**src/twowire_pkg.sv**
```systemverilog
// constants shared by the management two-wire slave and its buffer
`default_nettype none
package twowire_pkg;
    localparam int          CLK_FREQ_HZ        = 25_000_000;
    localparam int          STORE_TIME_US      = 10;
    localparam int          STORE_CYCLES_DEF   = STORE_TIME_US * (CLK_FREQ_HZ / 1_000_000);
    localparam logic [6:0]  DEV_ADDR_DEF       = 7'h50;
    localparam logic [7:0]  CRC_POLY           = 8'h07;
    localparam logic [7:0]  CRC_INIT           = 8'h00;
    localparam int          MAX_WR_BYTES       = 4;
    localparam int          MAX_RD_BYTES       = 128;
    localparam logic [3:0]  BIT_LAST_DATA      = 4'h7;
    localparam logic [3:0]  BIT_ACK            = 4'h8;
    localparam logic [7:0]  ADDR_RST           = 8'h00;

    typedef enum logic [2:0] {
        S_IDLE,
        S_DEVADDR,
        S_MADDR,
        S_COUNT,
        S_WDATA,
        S_RDATA,
        S_WAIT
    } link_state_t;
endpackage
`default_nettype wire

```
**src/twin_buf.sv**
```systemverilog
// two-entry valid/ready buffer for store words
`timescale 1ns/1ps
`default_nettype none
module twin_buf
    import twowire_pkg::*;
#(
    parameter int W = 16
) (
    input  wire logic         core_clk,   // system clock
    input  wire logic         rst_n,      // async reset, active low
    input  wire logic         in_valid,   // word offered
    output logic              in_ready,   // room for a word
    input  wire logic [W-1:0] in_data,    // offered word
    output logic              out_valid,  // word available
    input  wire logic         out_ready,  // sink takes word
    output logic      [W-1:0] out_data    // oldest word
);
    logic [W-1:0] slot_ff [2];
    logic         wr_ptr_ff;
    logic         rd_ptr_ff;
    logic [1:0]   cnt_ff;
    logic         push;
    logic         pop;

    if (W < 1) begin : g_bad_width
        $error("twin_buf width must be positive");
    end

    assign in_ready  = (cnt_ff != 2'h2);
    assign out_valid = (cnt_ff != 2'h0);
    assign out_data  = slot_ff[rd_ptr_ff];
    assign push      = in_valid && in_ready;
    assign pop       = out_valid && out_ready;

    always_ff @(posedge core_clk) begin
        if (push) begin
            slot_ff[wr_ptr_ff] <= in_data;
        end
    end

    always_ff @(posedge core_clk or negedge rst_n) begin
        if (!rst_n) begin
            wr_ptr_ff <= 1'b0;
            rd_ptr_ff <= 1'b0;
            cnt_ff    <= 2'h0;
        end else begin
            if (push) begin
                wr_ptr_ff <= ~wr_ptr_ff;
            end
            if (pop) begin
                rd_ptr_ff <= ~rd_ptr_ff;
            end
            cnt_ff <= cnt_ff + {1'b0, push} - {1'b0, pop};
        end
    end
endmodule
`default_nettype wire

```
**src/mgmt_twowire_slave.sv**
```systemverilog
// two-wire management slave with checked reads and up to four-byte writes
// Function
// host sends write address, start address, count
// checksum over address, count, then data
// checksum byte follows the last requested byte
// host ends checked read with nack, stop
// host may discard read on checksum mismatch
// bus address byte excluded from checksum
// checked read count is 1 to 128
// checked transfers must follow the format exactly
// write is address, memory address, data
// ack memory address and data bytes low
// only stop starts internal storing
// repeated start cancels write, drops bytes
// valid stop starts self-timed store cycle
// ignore bus during store cycle
// no combined format within writes
// accept up to four data bytes
// host sends at most three further bytes
// ack every received write data byte; code acks only the first four, a fifth is not acked
// write without stop is cancelled
// keep sending successive bytes while acked
// address advances after each byte
// configuration input selects checked mode
`timescale 1ns/1ps
`default_nettype none
module mgmt_twowire_slave
    import twowire_pkg::*;
#(
    parameter int         STORE_CYCLES = STORE_CYCLES_DEF,
    parameter logic [6:0] DEV_ADDR     = DEV_ADDR_DEF
) (
    input  wire logic       core_clk,      // system clock, 25 MHz
    input  wire logic       rst_n,         // async reset, active low
    input  wire logic       scl_in,        // bus clock level
    input  wire logic       sda_in,        // bus data level
    output logic            sda_out,       // bus data drive value
    output logic            sda_oe,        // high while pulling data low
    input  wire logic       packet_error_check, // checked mode enable
    output logic      [7:0] mem_rd_addr,   // memory read address
    input  wire logic [7:0] mem_rd_data,   // memory read data
    output logic            store_valid,   // store word valid
    input  wire logic       store_ready,   // memory takes store word
    output logic      [7:0] store_addr,    // store word address
    output logic      [7:0] store_data,    // store word data
    output logic            store_busy     // internal store cycle running
);
    if (STORE_CYCLES < 1) begin : g_bad_store
        $error("STORE_CYCLES must be at least one");
    end

    function automatic logic [7:0] crc8(input logic [7:0] c, input logic [7:0] d);
        logic [7:0] r;
        logic       fb;
        r = c;
        for (int i = 7; i >= 0; i--) begin
            fb = r[7] ^ d[i];
            r  = {r[6:0], 1'b0} ^ (fb ? CRC_POLY : 8'h00);
        end
        return r;
    endfunction

    link_state_t st_ff;
    logic        scl_q_ff;
    logic        sda_q_ff;
    logic [3:0]  bit_ff;
    logic [7:0]  rx_ff;
    logic [7:0]  tx_ff;
    logic        sda_oe_ff;
    logic [7:0]  addr_ff;
    logic [7:0]  crc_ff;
    logic [7:0]  rem_ff;
    logic [2:0]  wcnt_ff;
    logic [7:0]  wbuf_ff [MAX_WR_BYTES];
    logic        busy_ff;
    logic [2:0]  sidx_ff;
    logic [7:0]  saddr_ff;
    logic [31:0] stime_ff;
    logic        buf_in_ready;
    logic [15:0] buf_out;

    logic start_det;
    logic stop_det;
    logic scl_rise;
    logic scl_fall;
    logic byte_done;
    logic load_next;
    logic send_crc;
    logic do_commit;
    logic push_word;

    assign start_det = scl_in && scl_q_ff && sda_q_ff && !sda_in;
    assign stop_det  = scl_in && scl_q_ff && !sda_q_ff && sda_in;
    assign scl_rise  = scl_in && !scl_q_ff;
    assign scl_fall  = !scl_in && scl_q_ff;
    assign byte_done = scl_fall && (bit_ff == BIT_LAST_DATA);
    assign load_next = scl_fall && (bit_ff == BIT_ACK) && (st_ff == S_RDATA);
    assign send_crc  = packet_error_check && (rem_ff == 8'h00);
    assign do_commit = stop_det && !busy_ff && (st_ff == S_WDATA) && (wcnt_ff != 3'h0);
    assign push_word = busy_ff && (sidx_ff < wcnt_ff);

    assign sda_out     = 1'b0;
    assign sda_oe      = sda_oe_ff;
    assign mem_rd_addr = addr_ff;
    assign store_busy  = busy_ff;
    assign store_addr  = buf_out[15:8];
    assign store_data  = buf_out[7:0];

    always_ff @(posedge core_clk or negedge rst_n) begin
        if (!rst_n) begin
            scl_q_ff <= 1'b1;
            sda_q_ff <= 1'b1;
        end else begin
            scl_q_ff <= scl_in;
            sda_q_ff <= sda_in;
        end
    end

    // byte framing, acknowledge and transmit shifting
    always_ff @(posedge core_clk or negedge rst_n) begin
        if (!rst_n) begin
            st_ff     <= S_IDLE;
            bit_ff    <= 4'h0;
            rx_ff     <= 8'h00;
            tx_ff     <= 8'hFF;
            sda_oe_ff <= 1'b0;
        end else if (busy_ff) begin
            st_ff     <= S_IDLE;
            sda_oe_ff <= 1'b0;
        end else if (start_det) begin
            st_ff     <= S_DEVADDR;
            bit_ff    <= BIT_ACK; // the scl fall after a start carries no data bit
            sda_oe_ff <= 1'b0;
        end else if (stop_det) begin
            st_ff     <= S_IDLE;
            sda_oe_ff <= 1'b0;
        end else if (st_ff != S_IDLE && st_ff != S_WAIT) begin
            if (scl_rise && bit_ff < BIT_ACK) begin
                rx_ff <= {rx_ff[6:0], sda_in};
            end
            if (scl_rise && bit_ff == BIT_ACK && st_ff == S_RDATA && sda_in) begin
                st_ff <= S_WAIT;
            end
            if (scl_fall) begin
                if (bit_ff < BIT_LAST_DATA) begin
                    bit_ff <= bit_ff + 4'h1;
                    if (st_ff == S_RDATA) begin
                        tx_ff     <= {tx_ff[6:0], 1'b1};
                        sda_oe_ff <= !tx_ff[6];
                    end
                end else if (bit_ff == BIT_LAST_DATA) begin
                    bit_ff    <= BIT_ACK;
                    sda_oe_ff <= 1'b0;
                    unique case (st_ff)
                        S_DEVADDR: begin
                            if (rx_ff[7:1] == DEV_ADDR) begin
                                sda_oe_ff <= 1'b1;
                                st_ff     <= rx_ff[0] ? S_RDATA : S_MADDR;
                            end else begin
                                st_ff <= S_WAIT;
                            end
                        end
                        S_MADDR: begin
                            sda_oe_ff <= 1'b1;
                            st_ff     <= packet_error_check ? S_COUNT : S_WDATA;
                        end
                        S_COUNT: begin
                            sda_oe_ff <= 1'b1;
                            st_ff     <= S_WDATA;
                        end
                        S_WDATA: begin
                            if (wcnt_ff < 3'(MAX_WR_BYTES)) begin
                                sda_oe_ff <= 1'b1;
                            end else begin
                                st_ff <= S_WAIT;
                            end
                        end
                        S_RDATA: begin
                            sda_oe_ff <= 1'b0;
                        end
                        default: begin
                            st_ff <= S_WAIT;
                        end
                    endcase
                end else begin
                    bit_ff <= 4'h0;
                    if (st_ff == S_RDATA) begin
                        tx_ff     <= send_crc ? crc_ff : mem_rd_data;
                        sda_oe_ff <= send_crc ? !crc_ff[7] : !mem_rd_data[7];
                    end else begin
                        sda_oe_ff <= 1'b0;
                    end
                end
            end
        end
    end

    // start address, remaining count and running checksum
    always_ff @(posedge core_clk or negedge rst_n) begin
        if (!rst_n) begin
            addr_ff <= ADDR_RST;
            crc_ff  <= CRC_INIT;
            rem_ff  <= 8'h00;
        end else if (!busy_ff) begin
            if (byte_done && st_ff == S_MADDR) begin
                addr_ff <= rx_ff;
                crc_ff  <= crc8(CRC_INIT, rx_ff);
                rem_ff  <= 8'h00;
            end else if (byte_done && st_ff == S_COUNT) begin
                crc_ff <= crc8(crc_ff, rx_ff);
                rem_ff <= rx_ff;
            end else if (load_next && !send_crc && !start_det && !stop_det) begin
                addr_ff <= addr_ff + 8'h01;
                crc_ff  <= crc8(crc_ff, mem_rd_data);
                if (rem_ff != 8'h00) begin
                    rem_ff <= rem_ff - 8'h01;
                end
            end else if (do_commit) begin
                addr_ff <= addr_ff + {5'h00, wcnt_ff};
            end
        end
    end

    // received write bytes, dropped unless a stop ends a write of at most four data bytes
    always_ff @(posedge core_clk or negedge rst_n) begin
        if (!rst_n) begin
            wcnt_ff <= 3'h0;
        end else if (busy_ff) begin
            if (!push_word && stime_ff == 32'h0) begin
                wcnt_ff <= 3'h0;
            end
        end else if (start_det) begin
            wcnt_ff <= 3'h0;
        end else if (stop_det && !do_commit) begin
            wcnt_ff <= 3'h0;
        end else if (byte_done && st_ff == S_WDATA && wcnt_ff < 3'(MAX_WR_BYTES)) begin
            wcnt_ff <= wcnt_ff + 3'h1;
        end
    end

    always_ff @(posedge core_clk) begin
        if (!busy_ff && byte_done && st_ff == S_WDATA && wcnt_ff < 3'(MAX_WR_BYTES)) begin
            wbuf_ff[wcnt_ff[1:0]] <= rx_ff;
        end
    end

    // self-timed store cycle: drain bytes, then count down the store time; bus held off throughout
    always_ff @(posedge core_clk or negedge rst_n) begin
        if (!rst_n) begin
            busy_ff  <= 1'b0;
            sidx_ff  <= 3'h0;
            saddr_ff <= ADDR_RST;
            stime_ff <= 32'h0;
        end else if (do_commit) begin
            busy_ff  <= 1'b1;
            sidx_ff  <= 3'h0;
            saddr_ff <= addr_ff;
            stime_ff <= 32'(STORE_CYCLES);
        end else if (busy_ff) begin
            if (push_word) begin
                if (buf_in_ready) begin
                    sidx_ff  <= sidx_ff + 3'h1;
                    saddr_ff <= saddr_ff + 8'h01;
                end
            end else if (stime_ff > 32'h1) begin
                stime_ff <= stime_ff - 32'h1;
            end else begin
                stime_ff <= 32'h0;
                busy_ff  <= 1'b0;
            end
        end
    end

    twin_buf #(
        .W (16)
    ) u_store_buf (
        .core_clk  (core_clk),
        .rst_n     (rst_n),
        .in_valid  (push_word),
        .in_ready  (buf_in_ready),
        .in_data   ({saddr_ff, wbuf_ff[sidx_ff[1:0]]}),
        .out_valid (store_valid),
        .out_ready (store_ready),
        .out_data  (buf_out)
    );

    property p_ack_maddr;
        @(posedge core_clk) disable iff (!rst_n)
        (byte_done && st_ff == S_MADDR && !busy_ff && !start_det && !stop_det) |=> sda_oe_ff;
    endproperty
    a_ack_maddr: assert property (p_ack_maddr) else $error("memory address not acked");

    property p_quiet_busy;
        @(posedge core_clk) disable iff (!rst_n)
        busy_ff |=> !sda_oe_ff && st_ff == S_IDLE;
    endproperty
    a_quiet_busy: assert property (p_quiet_busy) else $error("bus answered while storing");

    property p_restart_drop;
        @(posedge core_clk) disable iff (!rst_n)
        (start_det && !busy_ff) |=> wcnt_ff == 3'h0 && st_ff == S_DEVADDR;
    endproperty
    a_restart_drop: assert property (p_restart_drop) else $error("write kept after restart");

    property p_commit;
        @(posedge core_clk) disable iff (!rst_n)
        do_commit |=> busy_ff && stime_ff == 32'(STORE_CYCLES) && saddr_ff == $past(addr_ff);
    endproperty
    a_commit: assert property (p_commit) else $error("store cycle not started");

    property p_max_bytes;
        @(posedge core_clk) disable iff (!rst_n)
        wcnt_ff <= 3'(MAX_WR_BYTES);
    endproperty
    a_max_bytes: assert property (p_max_bytes) else $error("write byte count overflow");

    property p_crc_byte;
        @(posedge core_clk) disable iff (!rst_n)
        (load_next && send_crc && !busy_ff && !start_det && !stop_det)
            |=> tx_ff == $past(crc_ff) && crc_ff == $past(crc_ff);
    endproperty
    a_crc_byte: assert property (p_crc_byte) else $error("checksum byte wrong");

    property p_addr_step;
        @(posedge core_clk) disable iff (!rst_n)
        (load_next && !send_crc && !busy_ff && !start_det && !stop_det)
            |=> addr_ff == $past(addr_ff) + 8'h01;
    endproperty
    a_addr_step: assert property (p_addr_step) else $error("read address not advanced");

    property p_count_only_checked;
        @(posedge core_clk) disable iff (!rst_n)
        (byte_done && st_ff == S_MADDR && !packet_error_check && !busy_ff && !start_det
            && !stop_det) |=> st_ff == S_WDATA;
    endproperty
    a_count_only_checked: assert property (p_count_only_checked) else $error("count byte in plain mode");

    property p_data_ack;
        @(posedge core_clk) disable iff (!rst_n)
        (byte_done && st_ff == S_WDATA && wcnt_ff < 3'(MAX_WR_BYTES) && !busy_ff && !start_det
            && !stop_det) |=> sda_oe_ff ##1 (wcnt_ff == $past(wcnt_ff, 2) + 3'h1);
    endproperty
    a_data_ack: assert property (p_data_ack) else $error("write data byte not acked");
endmodule
`default_nettype wire

```
**config.mk**
```make
export PLATFORM = sky130hd
export DESIGN_NAME = mgmt_twowire_slave
export DESIGN_NICKNAME = d
export VERILOG_FILES = /design/src/twowire_pkg.sv /design/src/twin_buf.sv /design/src/mgmt_twowire_slave.sv
export SDC_FILE = /design/constraint.sdc
export NUM_CORES = 1
export LEC_CHECK = 0
export BUFFER_PORTS_ARGS = -buffer_cell sky130_fd_sc_hd__buf_4
export CAP_MARGIN = 20
export CORE_ASPECT_RATIO = 1.1
export CORE_MARGIN = 3
export CORE_UTILIZATION = 33
export DETAILED_ROUTE_END_ITERATION = 7
export PLACE_DENSITY = 0.58
export SLEW_MARGIN = 15
export SYNTH_ARGS = -nofsm -noshare
export SYNTH_HDL_FRONTEND = slang
export SYNTH_SLANG_ARGS = --single-unit
```
**constraint.sdc**
```tcl
create_clock -name core_clk -period 5.6 [get_ports core_clk]
set_clock_uncertainty 0.2 [all_clocks]
set_input_delay 1.12 -clock core_clk [delete_from_list [all_inputs] [get_ports core_clk]]
set_output_delay 1.12 -clock core_clk [all_outputs]
set_load 0.01 [all_outputs]
```
==> results.ini <==
[run_status]
outcome = finished clean

[yosys]
synth_top_family_by_area = simple AND/OR/NAND/NOR gates
synth-simple-area-share_pct = 14.6
synthArstFlopShare_pct = 61.0
yosys.area_share.xor_xnor_pct = 7.74
syn-num-nets = 845
postSynthAreaPerCell_sq_um = 10.8
ys_warn_count = 0
synth-main-ff-cell = dfrtp_1
synth_compound_area_share_pct = 14.0
synthAdderAreaFrac_pct = 3.25
syn_area_sq_um = 8710
yosysSeqAreaShare_pct = 50.9
ys_types = 70
ys_ff_latch = 164
synth_edf_count = 64
syn-instance-count = 809
synthMuxAreaShare_pct = 6.08

[job]
cap_violations = 0

[floorplanning]
ios = 42
row_count = 61
die_area_sq_um = 28400
die_w_microns = 161
die_y_microns = 176
core_area_sq_um = 25600
initial_core_util_pct = 34.0

[timing]
rsz0062_at_grt = no
min_period_over_period_pct = 65.8
finalCriticalPeriod_ps = 3680
hold_viol_final = 0
fmax_ghz = 0.271
drv_slew = 0
relSlewSlack_pct = 38.5
fin_tns_setup_ps = 0
worst_pin_slew_ps = 923
setup_viol = 0

[critical_path]
start_kind = input port
critPathSlowestCell = or4b_2
max_stage_delay_ps = 940
worstPathArrival_ps = 3800
cp_cell_sequence = buf_4 -> nand2b_1 -> or4b_2 -> nor2_1 -> a311o_1 -> a21oi_1 -> o22a_1
crit_type = input port to register
end_kind = register
cp_max_fo = 22
worstPathRequired_ps = 5720

[clocking]
cts.clk_slew.worst_paths_ps = 70
clockBufferDepth = 2
clk_latency_ps = 430
htreeDepth = 4
cts_tree = built
postCtsSetupRepairBufs = 0
root_buffer = clkbuf_16
clock-sinks = 164
ctsHoldBuffers = 0
cts_resized = 0
cts_buffers = 17

[placement]
port_buffers = 40
placed_area_sq_um = 9330
gp_congestion = 0.804
dp.final_hpwl_mm = 13.2

[pwr]
powerDensity_nw_per_um2 = 299
p_total_mw = 2.98
pwr-share-seq_pct = 47.0
p_sw_share_pct = 29.3
combPwrFrac_pct = 13.1
p_int_mw = 2.10
power.share.clock_pct = 39.9
ir_worst_vdd_v = 0.000179
switchingPower_uw = 874
p_leak_nw = 3.95

[final_layout]
num_antenna_cells = 0
fillCellCount = 2549
layout-drive-gt1-share_pct = 16.4
fin_nets = 866
post-route-util_pct = 38.8
finalInstanceArea_sq_um = 9950
area_growth_pct = 14.3

[global_route]
antenna_found_initial = 0
grt_start_max_net_pins = 69
grt_pass1_wl_mm = 31.6
grt_pass1_vias = 5921
grt.total_usage_pct = 13.8
grt_overflow = 0

[drt]
postRouteAntennaNets = 0
firstDrtPassIters = 5
drt-initial-drc-count = 371
wirelength_mm = 19.0
drc = 0
vias = 6090
routedWlPerCell_microns = 16.0
viasPerCell = 5.12

[hold_path]
min_path_type = register to register

==> synthesized netlist by cell type (9+ instances only) <==
library cell / count / share of area [%]
a21oi_1: 54 / 3.1
and2_1: 10 / 0.72
clkbuf_1: 36 / 1.6
dfrtp_1: 91 / 26
dfstp_2: 9 / 2.7
edfxtp_1: 64 / 22
ha_1: 21 / 3.0
inv_1: 28 / 1.2
mux2_2: 23 / 3.0
mux2i_1: 9 / 1.0
nand2_1: 49 / 2.1
nand3_1: 11 / 0.63
nand4_1: 13 / 0.93
nor2_1: 63 / 2.7
nor2b_1: 11 / 0.79
nor3_1: 21 / 1.2
o21ai_0: 58 / 3.3
or3_1: 13 / 0.93
or4_1: 10 / 0.86
xnor2_1: 42 / 4.2
xor2_1: 35 / 3.5
==> layout by cell type, fill, tap and decap left out, types with 11 or more instances in the layout <==
master | Yosys | routed
nand4_1 | 13 | 13
edfxtp_1 | 64 | 64
nand3_1 | 11 | 11
ha_1 | 21 | 21
clkbuf_16 | 0 | 17
xor2_1 | 35 | 35
or3_1 | 13 | 13
o21ai_0 | 58 | 58
mux2_2 | 23 | 23
nor2b_1 | 11 | 11
buf_4 | 3 | 47
dfrtp_1 | 91 | 91
nor3_1 | 21 | 21
inv_1 | 28 | 28
nor2_1 | 63 | 63
a21oi_1 | 54 | 54
xnor2_1 | 42 | 42
nand2_1 | 49 | 49
==> area by class of cell <==
| cell class | instances | area, sq um | area share (%) |
|---|---|---|---|
| sequential | 164 | 4440 | 44.6 |
| clock buffer | 17 | 425 | 4.27 |
| inverter | 29 | 109 | 1.09 |
| timing repair buffer | 48 | 360 | 3.62 |
| tap | 346 | 433 | 4.35 |
| multi-input combinational | 570 | 4000 | 40.2 |
| clock inverter | 15 | 191 | 1.92 |
==> power groups by stage <==
stage | Clock, mW | Combinational [mW] | Sequential, mW
finish | 1.19 | 0.391 | 1.40
global route | 1.27 | 0.436 | 1.41
CTS | 1.22 | 0.395 | 1.40
detailed placement | 0 | 0.391 | 1.43
global placement | 0 | 0.389 | 1.42
floorplan | 0 | 0.331 | 1.35
==> state kept, by name, summed over array words and instances (netlist names), 3 cells and up <==
name	count
rem_ff	8
saddr_ff	8
stime_ff	32
sidx_ff	3
rx_ff	8
wcnt_ff	3
tx_ff	7
wbuf_ff	32
bit_ff	4
u_store_buf.slot_ff	32
crc_ff	8
mem_rd_addr	8
st_ff	3
==> path summary, 6_finish.rpt <==
path	startpoint	end	slack [ps]	depth (start not counted)
max	scl_in	mem_rd_addr[5]$_DFFE_PN0P_	1920	7
min	tx_ff[1]$_DFFE_PN1P_	tx_ff[1]$_DFFE_PN1P_	280	2
max reg2reg	st_ff[0]$_DFFE_PN0P_	stime_ff[31]$_DFFE_PN0P_	2190	8
min reg2reg	tx_ff[1]$_DFFE_PN1P_	tx_ff[1]$_DFFE_PN1P_	280	2
max in group asynchronous	rst_n	saddr_ff[6]$_DFFE_PN0P_	3610	2
min in group asynchronous	rst_n	stime_ff[27]$_DFFE_PN0P_	600	1
==> layer usage <==
| metal | up-vias | share of wire, % | GRT usage [%] |
|---|---|---|---|
| met5 | - | 0 | 0 |
| met2 | 99 | 47 | 22.1 |
| met4 | 0 | 1.2 | 4.30 |
| met3 | 17 | 3.6 | 2.93 |
| met1 | 2976 | 48 | 18.8 |
| li1 | 2998 | - | - |
==> critical path, delay by kind of cell <==
family	cells	cell delay [ps]
AOI/OAI and AO/OA	3	860
buffers and inverters	1	130
and+or+nand+nor	3	1690
==> kinds of logic after synthesis <==
family | after synthesis
compound gates | 190
xor+xnor | 77
fa+ha+maj | 22
buf+inv | 75
flops | 164
mux | 40
other cells | 1
simple gates | 240
==> stage by stage <==
step	setup slack, ps	hold WS (ps)	std cells
6_report	1920	279	1189
5_1_grt	1690	304	1189
4_1_cts	1940	282	1188
3_5_place_dp	1490	268	1156
3_3_place_gp	1570	267	1156
2_1_floorplan	2250	251	809
No activity file was read; power rests on OpenSTA's default activity.
